## config.mk

```make
export PLATFORM = sky130hd
export DESIGN_NAME = wbdmu_move_unit
export DESIGN_NICKNAME = d
export VERILOG_FILES = /design/src/wbdmu_nibble_mover.sv /design/src/wbdmu_move_unit.sv
export SDC_FILE = /design/constraint.sdc
export NUM_CORES = 1
export LEC_CHECK = 0
export CAP_MARGIN = 20
export CORE_ASPECT_RATIO = 1.4
export CORE_MARGIN = 8
export CORE_UTILIZATION = 45
export CTS_BUF_LIST = sky130_fd_sc_hd__clkbuf_4
export CTS_CLUSTER_SIZE = 25
export DETAILED_ROUTE_END_ITERATION = 8
export DONT_BUFFER_PORTS = 1
export GPL_TIMING_DRIVEN = 1
export PLACE_DENSITY_LB_ADDON = 0.08
export SLEW_MARGIN = 20
export SYNTH_ARGS = -nofsm -noshare
export SYNTH_HDL_FRONTEND = slang
export SYNTH_HIERARCHICAL = 1
export SYNTH_SLANG_ARGS = --single-unit
```

## constraint.sdc

```tcl
create_clock -name pclk -period 7.75 [get_ports pclk]
set_input_delay 0.775 -clock pclk [delete_from_list [all_inputs] [get_ports pclk]]
set_output_delay 0.775 -clock pclk [all_outputs]
set_load 0.02 [all_outputs]
```

## src/wbdmu_nibble_mover.sv

```systemverilog
// ----------------------------------------------------------------------
// Shared constants and types
// ----------------------------------------------------------------------
package wbdmu_pkg;
   localparam int unsigned WORD_W = 16;
   localparam int unsigned ADDR_W = 12;

   // Register byte offsets
   localparam logic [ADDR_W-1:0] CMD_OFF = 12'h000;
   localparam logic [ADDR_W-1:0] SRC_LO_OFF = 12'h004;
   localparam logic [ADDR_W-1:0] SRC_HI_OFF = 12'h008;
   localparam logic [ADDR_W-1:0] CTRL_OFF = 12'h00c;
   localparam logic [ADDR_W-1:0] DST_LO_OFF = 12'h010;
   localparam logic [ADDR_W-1:0] DST_HI_OFF = 12'h014;
   localparam logic [ADDR_W-1:0] FLAGS_OFF = 12'h018;
   localparam logic [ADDR_W-1:0] INT_STAT_OFF = 12'h01c;
   localparam logic [ADDR_W-1:0] INT_EN_OFF = 12'h020;
   localparam logic [ADDR_W-1:0] INT_CLR_OFF = 12'h024;
   localparam logic [ADDR_W-1:0] IN_SNAP_OFF = 12'h028;
   localparam logic [ADDR_W-1:0] EXT_OUT_OFF = 12'h02c;
   localparam logic [ADDR_W-1:0] STATUS_OFF = 12'h030;

   // Command register fields
   localparam int unsigned CMD_OP_LSB = 0;
   localparam int unsigned CMD_OP_W = 3;
   localparam int unsigned CMD_SRC_IN_BIT = 3;
   localparam int unsigned CMD_DST_OUT_BIT = 4;

   // Operation codes
   localparam logic [CMD_OP_W-1:0] OP_WORD = 3'h0;
   localparam logic [CMD_OP_W-1:0] OP_DWORD = 3'h1;
   localparam logic [CMD_OP_W-1:0] OP_INV = 3'h2;
   localparam logic [CMD_OP_W-1:0] OP_BIT = 3'h3;
   localparam logic [CMD_OP_W-1:0] OP_NIBBLE = 3'h4;
   localparam logic [CMD_OP_W-1:0] OP_WORD_IMM = 3'h5;

   // Control-word layout
   localparam int unsigned BIT_POS_MAX = 15;
   localparam int unsigned NIB_MAX = 3;
   localparam int unsigned NIB_COUNT = 4;

   // Interrupt status bit positions
   localparam int unsigned IRQ_DONE_BIT = 0;
   localparam int unsigned IRQ_ERR_BIT = 1;
   localparam int unsigned IRQ_W = 2;

   localparam logic [WORD_W-1:0] RESET_WORD = 16'h0000;
   localparam logic [31:0] RESET_BUS = 32'h0000_0000;

   typedef struct packed {
      logic neg;
      logic zero;
      logic error;
   } wbdmu_flags_t;

   localparam wbdmu_flags_t FLAGS_RESET = '{neg: 1'b0, zero: 1'b0, error: 1'b0};
endpackage

`timescale 1ns/100ps
// ----------------------------------------------------------------------
// Four-digit copy with wrap-around
// ----------------------------------------------------------------------
module wbdmu_nibble_mover
   import wbdmu_pkg::*;
(
   // Operands
   input wire logic [WORD_W-1:0] src,
   input wire logic [WORD_W-1:0] dst,
   input wire logic [WORD_W-1:0] ctrl,
   // Result
   output logic [WORD_W-1:0] result,
   output logic err
);
   // Digit fields of the control word
   wire [3:0] src_start = ctrl[3:0];
   wire [3:0] cnt_m1 = ctrl[7:4];
   wire [3:0] dst_start = ctrl[11:8];

   assign err = (src_start > 4'(NIB_MAX)) || (cnt_m1 > 4'(NIB_MAX))
      || (dst_start > 4'(NIB_MAX));

   always_comb begin
      logic [1:0] si;
      logic [1:0] di;
      si = src_start[1:0];
      di = dst_start[1:0];
      result = dst;
      for (int i = 0; i < NIB_COUNT; i++) begin
         if (2'(i) <= cnt_m1[1:0]) begin
            // Index counters are two bits wide so stepping past 3 wraps to 0
            result[di*4 +: 4] = src[si*4 +: 4];
            si = si + 2'd1;
            di = di + 2'd1;
         end
      end
   end
endmodule

```

## src/wbdmu_move_unit.sv

```systemverilog
// Register access over APB and the register addresses were chosen for this implementation.
`timescale 1ns/100ps
module wbdmu_move_unit
   import wbdmu_pkg::*;
(
   // Clock, reset and enable
   input wire logic pclk,
   input wire logic presetn,
   input wire logic clk_en,
   // APB slave
   input wire logic psel,
   input wire logic penable,
   input wire logic pwrite,
   input wire logic [ADDR_W-1:0] paddr,
   input wire logic [31:0] pwdata,
   input wire logic [3:0] pstrb,
   output logic [31:0] prdata,
   output logic pready,
   output logic pslverr,
   // Built-in input and external output pins
   input wire logic [WORD_W-1:0] builtin_in,
   output logic [WORD_W-1:0] ext_out,
   // Status
   output wbdmu_flags_t flags,
   output logic irq
);
   import wbdmu_pkg::*;

   // ----------------------------------------------------------------------
   // Functions
   // ----------------------------------------------------------------------
   // Flags of a word move: zero and sign of what lands in the destination
   function automatic wbdmu_flags_t word_flags(input logic [31:0] val, input logic wide);
      wbdmu_flags_t f;
      f.error = 1'b0;
      f.zero = wide ? (val == 32'h0000_0000) : (val[15:0] == 16'h0000);
      f.neg = wide ? val[31] : val[15];
      return f;
   endfunction

   // Missing byte lanes write zero rather than keep old contents
   function automatic logic [31:0] lane_merge(input logic [31:0] old, input logic [31:0] wd,
                                              input logic [3:0] strb);
      logic [31:0] r;
      r = old;
      for (int b = 0; b < 4; b++) begin
         if (strb[b]) begin
            r[b*8 +: 8] = wd[b*8 +: 8];
         end
      end
      return r;
   endfunction

   // ----------------------------------------------------------------------
   // State and registers
   // ----------------------------------------------------------------------
   typedef enum logic [1:0] {ST_IDLE, ST_EXEC, ST_DRIVE} wbdmu_state_t;

   wbdmu_state_t state_r;
   wbdmu_state_t state_nxt;
   logic [7:0] cmd_r;
   logic [WORD_W-1:0] src_lo_r;
   logic [WORD_W-1:0] src_hi_r;
   logic [WORD_W-1:0] ctrl_r;
   logic [WORD_W-1:0] dst_lo_r;
   logic [WORD_W-1:0] dst_hi_r;
   logic [WORD_W-1:0] snap_r;
   logic [WORD_W-1:0] ext_out_r;
   logic [IRQ_W-1:0] int_stat_r;
   logic [IRQ_W-1:0] int_en_r;
   wbdmu_flags_t flags_r;
   logic [WORD_W-1:0] in_meta_r;
   logic [WORD_W-1:0] in_sync_r;
   logic [31:0] prdata_r;
   logic pready_r;
   logic pslverr_r;
   logic irq_r;

   // ----------------------------------------------------------------------
   // Pin synchroniser
   // ----------------------------------------------------------------------
   // Two stages before any logic sees the pins; costs two cycles of latency
   always_ff @(posedge pclk or negedge presetn) begin
      if (!presetn) begin
         in_meta_r <= RESET_WORD;
         in_sync_r <= RESET_WORD;
      end else if (clk_en) begin
         in_meta_r <= builtin_in;
         in_sync_r <= in_meta_r;
      end
   end

   // ----------------------------------------------------------------------
   // APB decode
   // ----------------------------------------------------------------------
   // Zero wait states: the answer always follows the setup cycle by one clock
   wire setup = psel && !penable;
   wire wr_take = psel && penable && pready_r && pwrite;
   wire busy = (state_r != ST_IDLE);

   wire hit_cmd = (paddr == CMD_OFF);
   wire hit_src_lo = (paddr == SRC_LO_OFF);
   wire hit_src_hi = (paddr == SRC_HI_OFF);
   wire hit_ctrl = (paddr == CTRL_OFF);
   wire hit_dst_lo = (paddr == DST_LO_OFF);
   wire hit_dst_hi = (paddr == DST_HI_OFF);
   wire hit_flags = (paddr == FLAGS_OFF);
   wire hit_stat = (paddr == INT_STAT_OFF);
   wire hit_en = (paddr == INT_EN_OFF);
   wire hit_clr = (paddr == INT_CLR_OFF);
   wire hit_snap = (paddr == IN_SNAP_OFF);
   wire hit_ext = (paddr == EXT_OUT_OFF);
   wire hit_status = (paddr == STATUS_OFF);
   wire hit_any = hit_cmd || hit_src_lo || hit_src_hi || hit_ctrl || hit_dst_lo
      || hit_dst_hi || hit_flags || hit_stat || hit_en || hit_clr || hit_snap
      || hit_ext || hit_status;
   // Read-only targets refuse writes; write-only clear reads as zero
   wire ro_hit = hit_flags || hit_stat || hit_snap || hit_status;
   // Operand writes while an operation runs would corrupt it, so they are refused
   wire busy_hit = busy && (hit_cmd || hit_src_lo || hit_src_hi || hit_ctrl
      || hit_dst_lo || hit_dst_hi || hit_ext);
   wire req_err = !hit_any || (pwrite && (ro_hit || busy_hit));

   wire [31:0] rd_mux =
      hit_cmd ? {24'h00_0000, cmd_r} :
      hit_src_lo ? {16'h0000, src_lo_r} :
      hit_src_hi ? {16'h0000, src_hi_r} :
      hit_ctrl ? {16'h0000, ctrl_r} :
      hit_dst_lo ? {16'h0000, dst_lo_r} :
      hit_dst_hi ? {16'h0000, dst_hi_r} :
      hit_flags ? {29'h0000_0000, flags_r} :
      hit_stat ? {30'h0000_0000, int_stat_r} :
      hit_en ? {30'h0000_0000, int_en_r} :
      hit_snap ? {16'h0000, snap_r} :
      hit_ext ? {16'h0000, ext_out_r} :
      hit_status ? {31'h0000_0000, busy} :
      RESET_BUS;

   wire wr_ok = wr_take && !pslverr_r;
   wire [31:0] wr_val = lane_merge(RESET_BUS, pwdata, pstrb);
   wire start = wr_ok && hit_cmd;

   // ----------------------------------------------------------------------
   // Datapath
   // ----------------------------------------------------------------------
   wire [CMD_OP_W-1:0] op = cmd_r[CMD_OP_LSB +: CMD_OP_W];
   wire src_from_in = cmd_r[CMD_SRC_IN_BIT];
   wire dst_to_out = cmd_r[CMD_DST_OUT_BIT];

   // Refresh copy reads the freshly synchronised pins, not the old snapshot
   wire [WORD_W-1:0] word_src = (op == OP_WORD_IMM && src_from_in) ? in_sync_r : src_lo_r;

   // Positions are range-checked on the full byte; only the low nibble indexes
   wire [7:0] bit_n = ctrl_r[7:0];
   wire [7:0] bit_m = ctrl_r[15:8];
   wire bit_err = (bit_n > 8'(BIT_POS_MAX)) || (bit_m > 8'(BIT_POS_MAX));
   wire bit_val = src_lo_r[bit_n[3:0]];

   logic [WORD_W-1:0] bit_result;
   always_comb begin
      bit_result = dst_lo_r;
      bit_result[bit_m[3:0]] = bit_val;
   end

   logic [WORD_W-1:0] nib_result;
   logic nib_err;

   wbdmu_nibble_mover u_nib (
      .src(src_lo_r),
      .dst(dst_lo_r),
      .ctrl(ctrl_r),
      .result(nib_result),
      .err(nib_err)
   );

   // Result of the operation held in cmd_r
   logic [WORD_W-1:0] res_lo;
   logic [WORD_W-1:0] res_hi;
   wbdmu_flags_t res_flags;
   logic res_err;
   always_comb begin
      res_lo = dst_lo_r;
      res_hi = dst_hi_r;
      res_flags = flags_r;
      res_err = 1'b0;
      case (op)
         OP_WORD, OP_WORD_IMM: begin
            res_lo = word_src;
            res_flags = word_flags({16'h0000, word_src}, 1'b0);
         end
         OP_DWORD: begin
            res_lo = src_lo_r;
            res_hi = src_hi_r;
            res_flags = word_flags({src_hi_r, src_lo_r}, 1'b1);
         end
         OP_INV: begin
            res_lo = ~src_lo_r;
            res_flags = word_flags({16'h0000, ~src_lo_r}, 1'b0);
         end
         OP_BIT: begin
            // On a bad position the destination is left alone
            res_lo = bit_err ? dst_lo_r : bit_result;
            res_flags.error = bit_err;
            res_err = bit_err;
         end
         OP_NIBBLE: begin
            // Any bad control digit leaves the whole destination word alone
            res_lo = nib_err ? dst_lo_r : nib_result;
            res_flags.error = nib_err;
            res_err = nib_err;
         end
         default: begin
            // Unused codes are flagged, not ignored, so software notices them
            res_flags.error = 1'b1;
            res_err = 1'b1;
         end
      endcase
   end

   // ----------------------------------------------------------------------
   // Sequencer
   // ----------------------------------------------------------------------
   // One operation at a time; software polls busy or waits for the done event
   // Pins sampled in EXEC, outputs driven in DRIVE: input before, output after
   always_comb begin
      case (state_r)
         ST_IDLE: state_nxt = start ? ST_EXEC : ST_IDLE;
         ST_EXEC: state_nxt = ST_DRIVE;
         ST_DRIVE: state_nxt = ST_IDLE;
         default: state_nxt = ST_IDLE;
      endcase
   end

   wire exec = (state_r == ST_EXEC);
   wire drive = (state_r == ST_DRIVE);
   wire [IRQ_W-1:0] ev_set = {exec && res_err, exec};
   wire [IRQ_W-1:0] ev_clr = (wr_ok && hit_clr) ? wr_val[IRQ_W-1:0] : {IRQ_W{1'b0}};

   always_ff @(posedge pclk or negedge presetn) begin
      if (!presetn) begin
         state_r <= ST_IDLE;
         flags_r <= FLAGS_RESET;
         snap_r <= RESET_WORD;
      end else if (clk_en) begin
         state_r <= state_nxt;
         if (exec) begin
            flags_r <= res_flags;
            snap_r <= in_sync_r;
         end
      end
   end

   // ----------------------------------------------------------------------
   // Software registers
   // ----------------------------------------------------------------------
   always_ff @(posedge pclk or negedge presetn) begin
      if (!presetn) begin
         cmd_r <= 8'h00;
         src_lo_r <= RESET_WORD;
         src_hi_r <= RESET_WORD;
         ctrl_r <= RESET_WORD;
         int_en_r <= {IRQ_W{1'b0}};
      end else if (clk_en && wr_ok) begin
         if (hit_cmd) cmd_r <= wr_val[7:0];
         if (hit_src_lo) src_lo_r <= wr_val[WORD_W-1:0];
         if (hit_src_hi) src_hi_r <= wr_val[WORD_W-1:0];
         if (hit_ctrl) ctrl_r <= wr_val[WORD_W-1:0];
         if (hit_en) int_en_r <= wr_val[IRQ_W-1:0];
      end
   end

   always_ff @(posedge pclk or negedge presetn) begin
      if (!presetn) begin
         dst_lo_r <= RESET_WORD;
         dst_hi_r <= RESET_WORD;
         ext_out_r <= RESET_WORD;
      end else if (clk_en) begin
         // Datapath result has priority; operand writes are refused while busy
         if (exec) begin
            dst_lo_r <= res_lo;
            dst_hi_r <= res_hi;
         end else if (wr_ok && hit_dst_lo) begin
            dst_lo_r <= wr_val[WORD_W-1:0];
         end else if (wr_ok && hit_dst_hi) begin
            dst_hi_r <= wr_val[WORD_W-1:0];
         end
         if (drive && op == OP_WORD_IMM && dst_to_out) begin
            ext_out_r <= dst_lo_r;
         end else if (wr_ok && hit_ext) begin
            ext_out_r <= wr_val[WORD_W-1:0];
         end
      end
   end

   // ----------------------------------------------------------------------
   // Interrupts and bus answer
   // ----------------------------------------------------------------------
   always_ff @(posedge pclk or negedge presetn) begin
      if (!presetn) begin
         int_stat_r <= {IRQ_W{1'b0}};
         irq_r <= 1'b0;
         prdata_r <= RESET_BUS;
         pready_r <= 1'b0;
         pslverr_r <= 1'b0;
      end else if (clk_en) begin
         // A new event wins over a clear in the same cycle
         int_stat_r <= (int_stat_r & ~ev_clr) | ev_set;
         // Built from the next status value so irq rises in the same clock as its status bit
         irq_r <= |(((int_stat_r & ~ev_clr) | ev_set) & int_en_r);
         // Ready stands for exactly the first access cycle
         pready_r <= setup;
         pslverr_r <= setup && req_err;
         if (setup && !pwrite) begin
            prdata_r <= rd_mux;
         end
      end
   end

   assign prdata = prdata_r;
   assign pready = pready_r;
   assign pslverr = pslverr_r;
   assign ext_out = ext_out_r;
   assign flags = flags_r;
   assign irq = irq_r;
endmodule

```

After elaboration in Yosys (flattened, before gate mapping) --
Cells that the tools add are included.
Operators by class: bitwise gates (word level) 5, equality and inequality tests 24, shift-type cells 12, reduce and logical (&&, ||, !) cells 70, mux-type cells 50, add/subtract/negate cells 10, $lt $le $gt $ge 12
Operators by type and width (count):
- $mux W16 | 26
- $neg A4 Y34 | 4
- $shift A4 B34 Y16 const A | 4
- $shiftx A4 B34 Y16 | 4
- $bwmux W16 | 5
- $pmux W16 S5 | 1
- $shiftx A16 B5 Y4 | 4
- $eq A12 B6 Y1 const B | 5
- $eq A12 B5 Y1 const B | 4
- $logic_not A16 Y1 | 2
- $logic_not A32 Y1 | 1
- $eq A12 B4 Y1 const B | 2
- $logic_or A1 B1 Y1 | 21
- $logic_and A1 B1 Y1 | 20
- $gt A8 B4 Y1 const B | 2
- $mux W8 | 2
- $not A16 Y16 | 1
- $reduce_and A2 Y1 | 8
- $mux W2 | 7
- $add A2 B1 Y2 const B | 6
- $eq A12 B3 Y1 const B | 1
- $gt A4 B2 Y1 const B | 3
- $logic_not A12 Y1 | 1
- $lt A4 B5 Y1 const B | 2
- other kinds (31) | 47
Storage, ports and cells: bits of input ports 70, output and inout port bits 54, flip-flop bits (word level) 196

Depth between registers and ports, before layout --
Gate-level depths: netlist of the first run.
word-level depth 16, depth in mapped cells 19, depth with buffers taken out 17

Hierarchy --
The synthesis of the first run kept the hierarchy.
Modules (own cells, without submodules):
- wbdmu_move_unit | area each 10406.2 µm², sequential area each 4504.3 µm², times used 1, cells an instance 1142
- wbdmu_nibble_mover | area each 1880.6 µm², sequential area each 0.0 µm², times used 1, cells an instance 245

Worst setup path before layout of the first run --
No wires, ideal clock.
path type flip-flop to flip-flop, start point reg ctrl_r[8], end point reg dst_lo_r[5], required time 7.668 ns, setup time 0.082 ns, cell stages (with the launch flop) 20, slack 3.945 ns, period minus slack after synthesis 3.805 ns, arrival 3.723 ns, path buffers 2, path through dfrtp_1 > buf_1 > inv_2 > ha_1 > clkbuf_1 > xnor2_1 > ha_1 > nand2_1 > o21a_1 > inv_1 > ha_1 > a21oi_1 > nor2_1 > nor3_1 > a22oi_1 > o221ai_1 > o22a_1 > a31oi_1 > a221o_1 > a31oi_1
Between the ends: cells in the longest elaborated chain, start to end 13, elaborated cells between the ends (all ways) 43
RTL lines:
- start, declared | line wbdmu_move_unit.sv:64 | logic [WORD_W-1:0] ctrl_r;
- start signal, assigned | line wbdmu_move_unit.sv:267 | if (hit_ctrl) ctrl_r <= wr_val[WORD_W-1:0];
- $add A2 B1 Y2 / $neg A4 Y34 (equally long branches) | line wbdmu_nibble_mover.sv:93, wbdmu_nibble_mover.sv:91
- $mux W2, or another cell as far along | line wbdmu_nibble_mover.sv:89 | if (2'(i) <= cnt_m1[1:0]) begin
- $add A2 B1 Y2, or another cell as far along | line wbdmu_nibble_mover.sv:93 | di = di + 2'd1;
- $mux W2, or another cell as far along | line wbdmu_nibble_mover.sv:89
- $add A2 B1 Y2, or another cell as far along | line wbdmu_nibble_mover.sv:93
- $mux W2, or another cell as far along | line wbdmu_nibble_mover.sv:89
- $neg A4 Y34 / $bwmux W16 (equally long branches) | line wbdmu_nibble_mover.sv:91 | result[di*4 +: 4] = src[si*4 +: 4];
- $shiftx A4 B34 Y16, or another cell as far along | line wbdmu_nibble_mover.sv:91
- $bwmux W16 | line wbdmu_nibble_mover.sv:91
- $mux W16 * | line wbdmu_nibble_mover.sv:89
- net nib_result[5] | line wbdmu_move_unit.sv:165 | logic [WORD_W-1:0] nib_result;
- $mux W16 * | line wbdmu_move_unit.sv:208 | res_lo = nib_err ? dst_lo_r : nib_result;
- $pmux W16 S5 * | line wbdmu_move_unit.sv:186 | case (op)
- $mux W16 * | line wbdmu_move_unit.sv:279 | if (exec) begin
- end signal, assigned | line wbdmu_move_unit.sv:280 | dst_lo_r <= res_lo;
- end signal, assigned | line wbdmu_move_unit.sv:283 | dst_lo_r <= wr_val[WORD_W-1:0];
- end, declared | line wbdmu_move_unit.sv:65 | logic [WORD_W-1:0] dst_lo_r;
Mark *: on every way through the listed nets, which the timed path passes. The rest lies on a longest branch. The select of a mux whose other input is x is not followed. A chain may end at the register's enable or synchronous reset.

Worst setup path in the final report of the first run --
start point reg ctrl_r[9], end point reg dst_lo_r[9]
Same word-level chain as after synthesis.

==> summary.md, run 1 <==
| Metric | Value |
|---|---|
| Final period utilization | `0.595` |
| Slowest stage delay, CP | `1.01 ns` |
| DR iter-0 viols | `approximately 1200` |
| Bufs on Longest Clock Path | `2` |
| Crit-path cells | `inv_1 -> ha_1 -> xnor2_1 -> ha_1 -> nand2_1 -> o21a_1 -> ha_1 -> nor3_1 -> nand4_1 -> o221ai_1 -> o22a_1 -> a31oi_1 -> a221o_1 -> a31oi_1` |
| Clock transition at path regs | `0.18 ns` |
| Max IR drop VDD | `between 0.00015 and 0.0002 V` |
| Number of port buffers | `0` |
| RSZ-0062 raised after global routing | `false` |
| Crit path capture type | `flop` |
| Setup_tns | `0 ns` |
| Post-synth top flop | `dfrtp_1` |
| Antenna violations before repair | `1` |
| FF-to-FF path depth | `14` |
| Worst-margin pin slew | `about 1.2 ns` |
| Netlist Area Pre-Place | `12300 um2` |
| Startpoint types | `flop` |
| Slowest cell on the critical path | `dfrtp_1` |
| Pleak | `roughly 5.0 nW` |
| Die Y | `212 um` |
| RD Place Congestion | `~0.98` |
| Core box area | `about 27000 um2` |
| HPWL after DPL | `approximately 34000 um` |
| Die X | `156 um` |
| Final hold viol count | `0` |
| Worst-Skew Late Latency | `0.64 ns` |
| Max-cap violations | `0` |
| Number of global-route vias before repair | `10709` |
| Class of the worst hold path | `in2async` |
| CTS Buf Count | `17` |
| FF+latch count, synth | `180` |
| WL per Instance | `27.6 um` |
| Buf+Inv Stages, Crit Path | `1` |
| Arrival time worst endpoint | `~5.2 ns` |
| Remaining antenna violation count | `0` |
| DP Worst Slack | `3.19 ns` |
| EDFF count, synth | `0` |
| Layout cell share with drive strength beyond 1 | `0.129` |
| Slew headroom | `0.198` |
| R2r setup slk | `around 3.1 ns` |
| P&R area growth vs syn | `3.48%` |
| Grt ovf | `0` |
| I/O Pins | `124` |
| PwrDens | `135 nW/um2` |
| Mean post-synth cell area | `roughly 8.9 um2` |
| Setup CP Type | `reg2reg` |
| Ys Warns | `6` |
| Outcome | `finished clean` |
| Final #Nets | `1397` |
| Setup violators final | `0` |
| All-Layer GR Usage | `0.287` |
| Via count | `10999` |
| Clock root buffer | `clkbuf_4` |
| Vias per std cell | `6.50` |
| Top delay family on crit path | `compound AO/OA/AOI/OAI gates` |
| Ys async rst share | `1.00` |
| Cell variety after synth | `between 90 and 100` |
| Max Fanout on Critical Path | `23` |
| CP Data Required Time | `around 8.3 ns` |
| Largest net degree at the start of global routing | `181` |
| Final Skew | `around 0.030 ns` |
| TritonCTS Sinks | `180` |
| DRC viols | `0` |
| Starting density of the core | `0.458` |
| Die area | `approximately 33000 um2` |
| Post-cts resize count | `0` |
| Final min period | `4.61 ns` |
| Final Util | `0.474` |
| Reg-to-reg critical path endpoint | `dst_lo_r[9]` |
| Sequential area share after synthesis | `0.367` |
| FF-to-FF Start | `ctrl_r[9]` |
| First-pass GRT wire length | `70500 um` |
| Worst setup margin | `3.14 ns` |
| CP most frequent cell | `ha_1` |
| Fmax | `217 MHz` |
| Syn Inst Count | `roughly 1400` |
| Max-slew violation count | `0` |
| Power Total | `0.00171 W` |
| CTS tree | `built` |
| # H-tree levels | `4` |
| Pre-Repair DR Iteration Count | `6` |
| Final WL | `46700 um` |
| Row count | `71` |
-- timing repair --
item / in CTS / in global routing
setup buffers: 0 / 0
hold endpoints to repair: 180 / 0
hold buffers: 1 / 0
-- cell families after synthesis --
group / synth area share
and+or+nand+nor: 0.195
AOI/OAI and AO/OA: 0.217
DFF: 0.367
buffers and inverters: 0.0580
muxes: 0.145
adders and majority gates: 0.0143
xor gates and xnor gates: 0.00356
other: 0.000305
-- synthesized netlist by cell type, types with 6 or more instances --
master,instances,area [um2]
a21boi_0,8,60.1
a21oi_1,72,360
a221o_1,8,80.1
a221oi_1,15,131
a22o_1,7,61.3
a22oi_1,21,158
a31oi_1,27,169
a32oi_1,6,52.6
buf_1,11,41.3
buf_2,20,100
buf_4,20,150
clkbuf_1,77,289
dfrtp_1,180,4500
ha_1,14,175
inv_1,18,67.6
mux2_1,7,78.8
mux2_2,69,777
mux2i_1,60,601
mux4_2,12,270
nand2_1,191,717
nand2b_1,8,50.1
nand3_1,34,170
nand3b_1,7,52.6
nand4_1,17,106
nand4b_1,6,52.6
nor2_1,100,375
nor2b_1,11,68.8
nor3_1,18,90.1
nor3b_1,7,52.6
nor4_1,17,106
nor4b_1,7,61.3
o211ai_1,11,82.6
o21a_1,8,60.1
o21ai_0,104,521
o21ai_1,29,145
o221ai_1,9,78.8
o22a_1,10,87.6
o22ai_1,22,138
o31ai_1,9,67.6
or4_1,6,45.0
-- registers in the layout (all words and copies together), names as in the netlist, 2 cells and up --
register,flops
src_hi_r,16
flags,3
prdata,16
in_sync_r,16
int_stat_r,2
ext_out,16
in_meta_r,16
dst_lo_r,16
int_en_r,2
src_lo_r,16
ctrl_r,16
dst_hi_r,16
snap_r,16
cmd_r,8
state_r,2
-- placed cells by master, fill, tap and decap left out, types with 9 or more instances in the layout --
| cell type | count |
|---|---|
| o211ai_1 | 11 |
| ha_1 | 14 |
| o22ai_1 | 22 |
| a31oi_1 | 27 |
| inv_1 | 18 |
| nor2b_1 | 10 |
| o22a_1 | 10 |
| nor4_1 | 15 |
| nor2_1 | 100 |
| o221ai_1 | 9 |
| mux2i_1 | 60 |
| clkbuf_4 | 17 |
| buf_4 | 24 |
| conb_1 | 16 |
| nand2_1 | 191 |
| nand3_1 | 34 |
| dfrtp_1 | 179 |
| nand4_1 | 17 |
| mux4_2 | 12 |
| mux2_2 | 69 |
| nor3_1 | 18 |
| a22oi_1 | 21 |
| o31ai_1 | 9 |
| o21ai_1 | 28 |
| o21ai_0 | 104 |
| a21oi_1 | 72 |
| a221oi_1 | 15 |
-- where the power goes --
part	internal, W	switching [W]
sequential	0.000971	0.0000510
combinational	0.0000520	0.0000772
clock	0.000175	0.000386
-- per-layer routing --
| metal | share of wire | up-vias | global-route usage |
|---|---|---|---|
| met3 | 0.068 | 155 | 0.0610 |
| met4 | 0.072 | 0 | 0.195 |
| met1 | 0.38 | 5356 | 0.333 |
| met5 | 0 | - | 0 |
| met2 | 0.48 | 512 | 0.471 |
| li1 | - | 4976 | - |
-- through the flow --
stage,instances,hold WS [ns],area [um2]
floorplan,1402,0.449,12300
global placement,1658,0.468,12400
detailed placement,1658,0.479,12400
CTS,1691,0.182,12700
global route,1692,0.187,12700
finish,1692,0.0116,12700
-- worst max-delay path by stage --
stage / from / endpoint / slack (ns) / cells past startpoint
after floorplan: ctrl_r[8] / dst_lo_r[5] / 3.94 / 19
after global placement: ctrl_r[9] / dst_lo_r[10] / 3.24 / 14
after detailed placement: ctrl_r[9] / dst_lo_r[9] / 3.19 / 14
after CTS: ctrl_r[9] / dst_lo_r[9] / 3.16 / 14
after global routing: ctrl_r[9] / dst_lo_r[5] / 2.86 / 17
final: ctrl_r[9] / dst_lo_r[9] / 3.14 / 14
-- layout make-up --
| cell class | count | area (um2) |
|---|---|---|
| clock inverters | 15 | 175 |
| multi-input cells | 1067 | 7160 |
| well taps | 365 | 457 |
| inverters | 22 | 82.6 |
| fillers | 2692 | 14100 |
| clock buffers | 17 | 128 |
| repair buffers | 25 | 208 |
| flip-flops and latches | 180 | 4510 |
| diodes | 1 | 2.50 |
Power figures use the tool's default switching activity.
==> inputs of run 2 (changes only) <==
- clock period: 7.75 -> 4.45 ns (I/O delays scaled with it)
==> summary.md, run 2 (same netlist as run 1, synthesis figures left out) <==
| Metric | Value |
|---|---|
| DP Worst Slack | `0.701 ns` |
| I/O Pins | `124` |
| Final hold viol count | `0` |
| TritonCTS Sinks | `180` |
| Die Y | `between 200 and 250 um` |
| FF-to-FF Start | `ctrl_r[9]` |
| Grt ovf | `0` |
| CTS Buf Count | `17` |
| Crit path capture type | `flop` |
| Core box area | `26800 um2` |
| Number of port buffers | `0` |
| Vias per std cell | `6.51` |
| Setup violators final | `0` |
| All-Layer GR Usage | `0.292` |
| Number of global-route vias before repair | `10930` |
| Setup repair bufs after CTS | `0` |
| First-pass GRT wire length | `approximately 72000 um` |
| Clock transition at path regs | `0.17 ns` |
| Top Usage Layer GRT | `met2` |
| Final hold slack | `0.0299 ns` |
| Hold EP | `src_hi_r[3]` |
| Most common cell after layout, fill and taps aside | `nand2_1` |
| R2r setup slk | `between 0.6 and 0.7 ns` |
| Pleak | `5.13 nW` |
| PwrDens | `~240 nW/um2` |
| Min-delay src | `clk_en` |
| Worst-Skew Late Latency | `0.64 ns` |
| CP Data Required Time | `~5 ns` |
| Setup CP Type | `reg2reg` |
| Pre-Repair DR Iteration Count | `6` |
| Bufs on Longest Clock Path | `2` |
| Final min period | `3.84 ns` |
| HPWL after DPL | `about 34000 um` |
| # H-tree levels | `4` |
| Max Fanout on Critical Path | `10` |
| Worst setup margin | `~0.61 ns` |
| Met2 Use GR | `0.478` |
| Max-cap violations | `0` |
| Die X | `around 160 um` |
| Max-slew violation count | `0` |
| Post-cts resize count | `0` |
| DR iter-0 viols | `between 1000 and 1500` |
| Final WL | `48000 um` |
| Max IR drop VDD | `0.000341 V` |
| Register area | `4500 um2` |
| P&R area growth vs syn | `6.35%` |
| Worst-margin pin slew | `1.07 ns` |
| Reg-to-reg critical path endpoint | `dst_lo_r[5]` |
| CTS tree | `built` |
| Outcome | `finished clean` |
| Setup_tns | `0 ns` |
| Area of the multi-input gates | `7160 um2` |
| Class of the worst hold path | `in2reg` |
| Met1 usage | `0.346` |
| RSZ-0062 raised after global routing | `false` |
| FF-to-FF path depth | `17` |
| Fmax | `260 MHz` |
| Final #Nets | `between 1000 and 1500` |
| DP Cell Count | `1665` |
| Row count | `71` |
| Die area | `roughly 33000 um2` |
| Slew headroom | `0.286` |
| Startpoint types | `flop` |
| Largest net degree at the start of global routing | `181` |
| Antenna violations before repair | `1` |
| Final period utilization | `0.863` |
| Starting density of the core | `0.458` |
| WHS Path Cells | `2` |
| RD Place Congestion | `0.959` |
| Via count | `11243` |
| Highest-count cells in the layout ignoring fill and taps | `nand2_1 (191), dfrtp_1 (180), o21ai_0 (104), nor2_1 (100), a21oi_1 (72)` |
| # hold bufs at CTS | `27` |
| Remaining antenna violation count | `0` |
| Final Skew | `~0.030 ns` |
| Grt met3 use | `0.0555` |
| Layout cell share with drive strength beyond 1 | `0.132` |
| WL per Instance | `around 28 um` |
| Arrival time worst endpoint | `4.40 ns` |
| Clock root buffer | `clkbuf_4` |
| Final Non-Filler Cells | `approximately 1700` |
| DRC viols | `0` |
| Fill cells | `2699` |
run 2: changes by cell type in the layout (fill, tap and decap cells not counted), sizes merged:
cell,previous run,this run
dlygate4sd3,0,26
clkinv,6,8
clkinvlp,4,1
buf,25,33
bufinv,1,2
run 2: power by group:
group	switching, W	internal (W)
combinational	0.000148	0.000107
clock	0.000679	0.000361
sequential	0.0000892	0.00169
run 2: worst max-delay path by stage:
stage | from | to | slack [ns] | depth (start not counted)
3_5_place_dp | ctrl_r[9] | dst_lo_r[5] | 0.70 | 17
2_1_floorplan | ctrl_r[8] | dst_lo_r[5] | 0.64 | 19
6_report | ctrl_r[9] | dst_lo_r[5] | 0.61 | 17
4_1_cts | ctrl_r[9] | dst_lo_r[5] | 0.65 | 17
5_1_grt | ctrl_r[9] | dst_lo_r[5] | 0.34 | 17
3_3_place_gp | ctrl_r[8] | dst_lo_r[9] | 0.75 | 14
run 2: metrics by stage:
stage,instance area [um2],total power (W),utilization
after global routing,13100,0.00318,0.487
final,13100,0.00308,0.487
after detailed placement,12400,0.00200,0.463
after CTS,13000,0.00310,0.486
after floorplan,12300,0.00195,-
after global placement,12400,0.00199,0.463
run 2: layout make-up:
type / count / share of cell area
multi-input combinational: 1067 / 0.548
sequential: 180 / 0.345
timing repair buffer: 59 / 0.0414
tap: 365 / 0.0349
clock inverter: 15 / 0.0149
clock buffer: 17 / 0.00977
inverter: 22 / 0.00632
antenna: 1 / 0.000191
run 2: critical path, cell delays in order, from the launching register on:
cell	delay (ns)
dfrtp_1	0.41
inv_1	0.11
ha_1	0.36
xnor2_1	0.39
ha_1	0.32
nand2_1	0.07
o21a_1	0.14
inv_1	0.06
ha_1	0.23
a21oi_1	0.16
nor2_1	0.05
nor3_1	0.40
a22oi_1	0.16
o221ai_1	0.12
o22a_1	0.19
a31oi_1	0.04
a221o_1	0.37
a31oi_1	0.18
run 2: routing by layer:
layer  vias to the layer above  share of wire
met1                      5475           0.38
met3                       149          0.070
met2                       569           0.48
li1                       5050              -
met4                         0          0.068
met5                         -              0
==> inputs of run 3 (changes only) <==
- clock period: 4.45 -> 3.4 ns (I/O delays scaled with it)
==> summary.md, run 3 (same netlist as run 1, synthesis figures left out) <==
| Metric | Value |
|---|---|
| # hold bufs at CTS | `27` |
| Final hold viol count | `180` |
| I/O Pins | `124` |
| Arrival time worst endpoint | `3.77 ns` |
| Post-route cell area | `13500 um2` |
| Worst-Skew Late Latency | `0.63 ns` |
| Max-slew violation count | `0` |
| CP Data Required Time | `around 4.0 ns` |
| Number of port buffers | `0` |
| Setup violators final | `0` |
| Pre-Repair DR Iteration Count | `5` |
| TritonCTS Sinks | `180` |
| Top delay family on crit path | `compound AO/OA/AOI/OAI gates` |
| Final min period | `3.22 ns` |
| Fill cells | `between 2000 and 3000` |
| Class of the worst hold path | `in2async` |
| Slowest stage delay, CP | `0.42 ns` |
| Power share of the clock group | `0.334` |
| Comb pwr share | `0.078` |
| Final period utilization | `0.947` |
| Clock root buffer | `clkbuf_4` |
| Outcome | `finished with violations` |
| Antenna violations before repair | `2` |
| Slew headroom | `0.372` |
| Failing checks | `hold timing` |
| Number of global-route vias before repair | `11213` |
| Buf+Inv Stages, Crit Path | `2` |
| Via count | `11629` |
| Die X | `156 um` |
| DP Cell Count | `1704` |
| Slowest cell on the critical path | `dfrtp_1` |
| Final #Nets | `between 1000 and 1500` |
| Final WL | `roughly 51000 um` |
| Core box area | `26800 um2` |
| Critical Path Start | `ctrl_r[5]` |
| Grt ovf | `0` |
| Reg power frac | `0.588` |
| FF-to-FF Start | `ctrl_r[5]` |
| Most common cell after layout, fill and taps aside | `nand2_1` |
| Highest-count cells in the layout ignoring fill and taps | `nand2_1 (190), dfrtp_1 (179), o21ai_0 (104), nor2_1 (99), a21oi_1 (71)` |
| Bufs on Longest Clock Path | `2` |
| DRC viols | `0` |
| Largest net degree at the start of global routing | `181` |
| Die Y | `~210 um` |
| CTS tree | `built` |
| # H-tree levels | `4` |
| CTS Buf Count | `17` |
| All-Layer GR Usage | `0.306` |
| Clock transition at path regs | `0.18 ns` |
| Final Non-Filler Cells | `1765` |
| DR iter-0 viols | `roughly 1200` |
| Reg-to-reg critical path endpoint | `dst_lo_r[5]` |
| Max-cap violations | `0` |
| Setup CP Type | `reg2reg` |
| Power Total | `0.00395 W` |
| Switch share | `0.299` |
| Die area | `32900 um2` |
| P&R area growth vs syn | `10.1%` |
| Starting density of the core | `0.458` |
| Max Fanout on Critical Path | `36` |
| Fmax | `311 MHz` |
| Remaining antenna violation count | `0` |
| Crit path capture type | `flop` |
| Row count | `71` |
| R2r setup slk | `0.18 ns` |
| Worst-margin pin slew | `0.932 ns` |
| Layout cell share with drive strength beyond 1 | `0.172` |
| Max IR drop VDD | `slightly above 0.0003 V` |
| Placed inst area | `about 13000 um2` |
| Final hold slack | `-0.621 ns` |
| P_int | `around 0.0028 W` |
| WL per Instance | `28.7 um` |
| Final Skew | `around 0.025 ns` |
| FF-to-FF path depth | `14` |
| HPWL after DPL | `36600 um` |
| Pleak | `5.35 nW` |
| First-pass GRT wire length | `approximately 74000 um` |
| PwrDens | `292 nW/um2` |
| Vias per std cell | `roughly 6.6` |
| RD Place Congestion | `0.973` |
| Switch Pwr | `between 0.001 and 0.0015 W` |
| Startpoint types | `flop` |
| Crit-path cells | `buf_4 -> nor2_1 -> xnor2_2 -> inv_1 -> ha_4 -> a21oi_2 -> nor2_1 -> nor3_2 -> a22oi_1 -> o221ai_1 -> o22a_1 -> a31oi_1 -> a221o_1 -> a31oi_1` |
run 3: stage by stage:
stage	util	worst slack [ns]	TNS (ns)
floorplan	-	0.0173	0
global placement	0.475	0.0420	0
detailed placement	0.475	0.0392	0
CTS	0.497	0.00296	0
global route	0.504	-0.00747	-0.00747
finish	0.504	0.181	0
run 3: how the worst max path moves through the flow:
stage	to	cells past startpoint	slack, ns
after floorplan	dst_lo_r[10]	16	0.02
after global placement	dst_lo_r[9]	15	0.04
after detailed placement	dst_lo_r[9]	15	0.04
after CTS	dst_lo_r[9]	15	0.003
after global routing	dst_lo_r[15]	16	-0.007
final	dst_lo_r[5]	14	0.18
run 3: power groups by stage:
stage / logic (W) / clock network [W] / registers, W
2_1_floorplan: 0.000237 / 0 / 0.00231
3_3_place_gp: 0.000257 / 0 / 0.00236
4_1_cts: 0.000300 / 0.00134 / 0.00232
3_5_place_dp: 0.000260 / 0 / 0.00236
6_report: 0.000306 / 0.00132 / 0.00232
5_1_grt: 0.000326 / 0.00141 / 0.00233
run 3: per-layer routing:
layer | GRT usage | wire length (um)
met5 | 0 | 11
met4 | 0.223 | 3990
met3 | 0.0637 | 4040
met2 | 0.497 | 24000
met1 | 0.354 | 18500
run 3: layout make-up:
| class | instances | area (um2) | area share |
|---|---|---|---|
| clock inverters | 15 | 185 | 0.0137 |
| repair buffers | 98 | 830 | 0.0613 |
| inverters | 22 | 82.6 | 0.00610 |
| flip-flops and latches | 180 | 4510 | 0.333 |
| clock buffers | 17 | 128 | 0.00943 |
| multi-input cells | 1067 | 7340 | 0.542 |
| well taps | 365 | 457 | 0.0338 |
| diodes | 1 | 2.50 | 0.000185 |
run 3: timing repair:
action                                  in CTS  in global routing
endpoints found under the hold margin      233                180
gates resized for setup                      0                 28
endpoints found under the setup margin       0                 11
buffers inserted                             0                  1
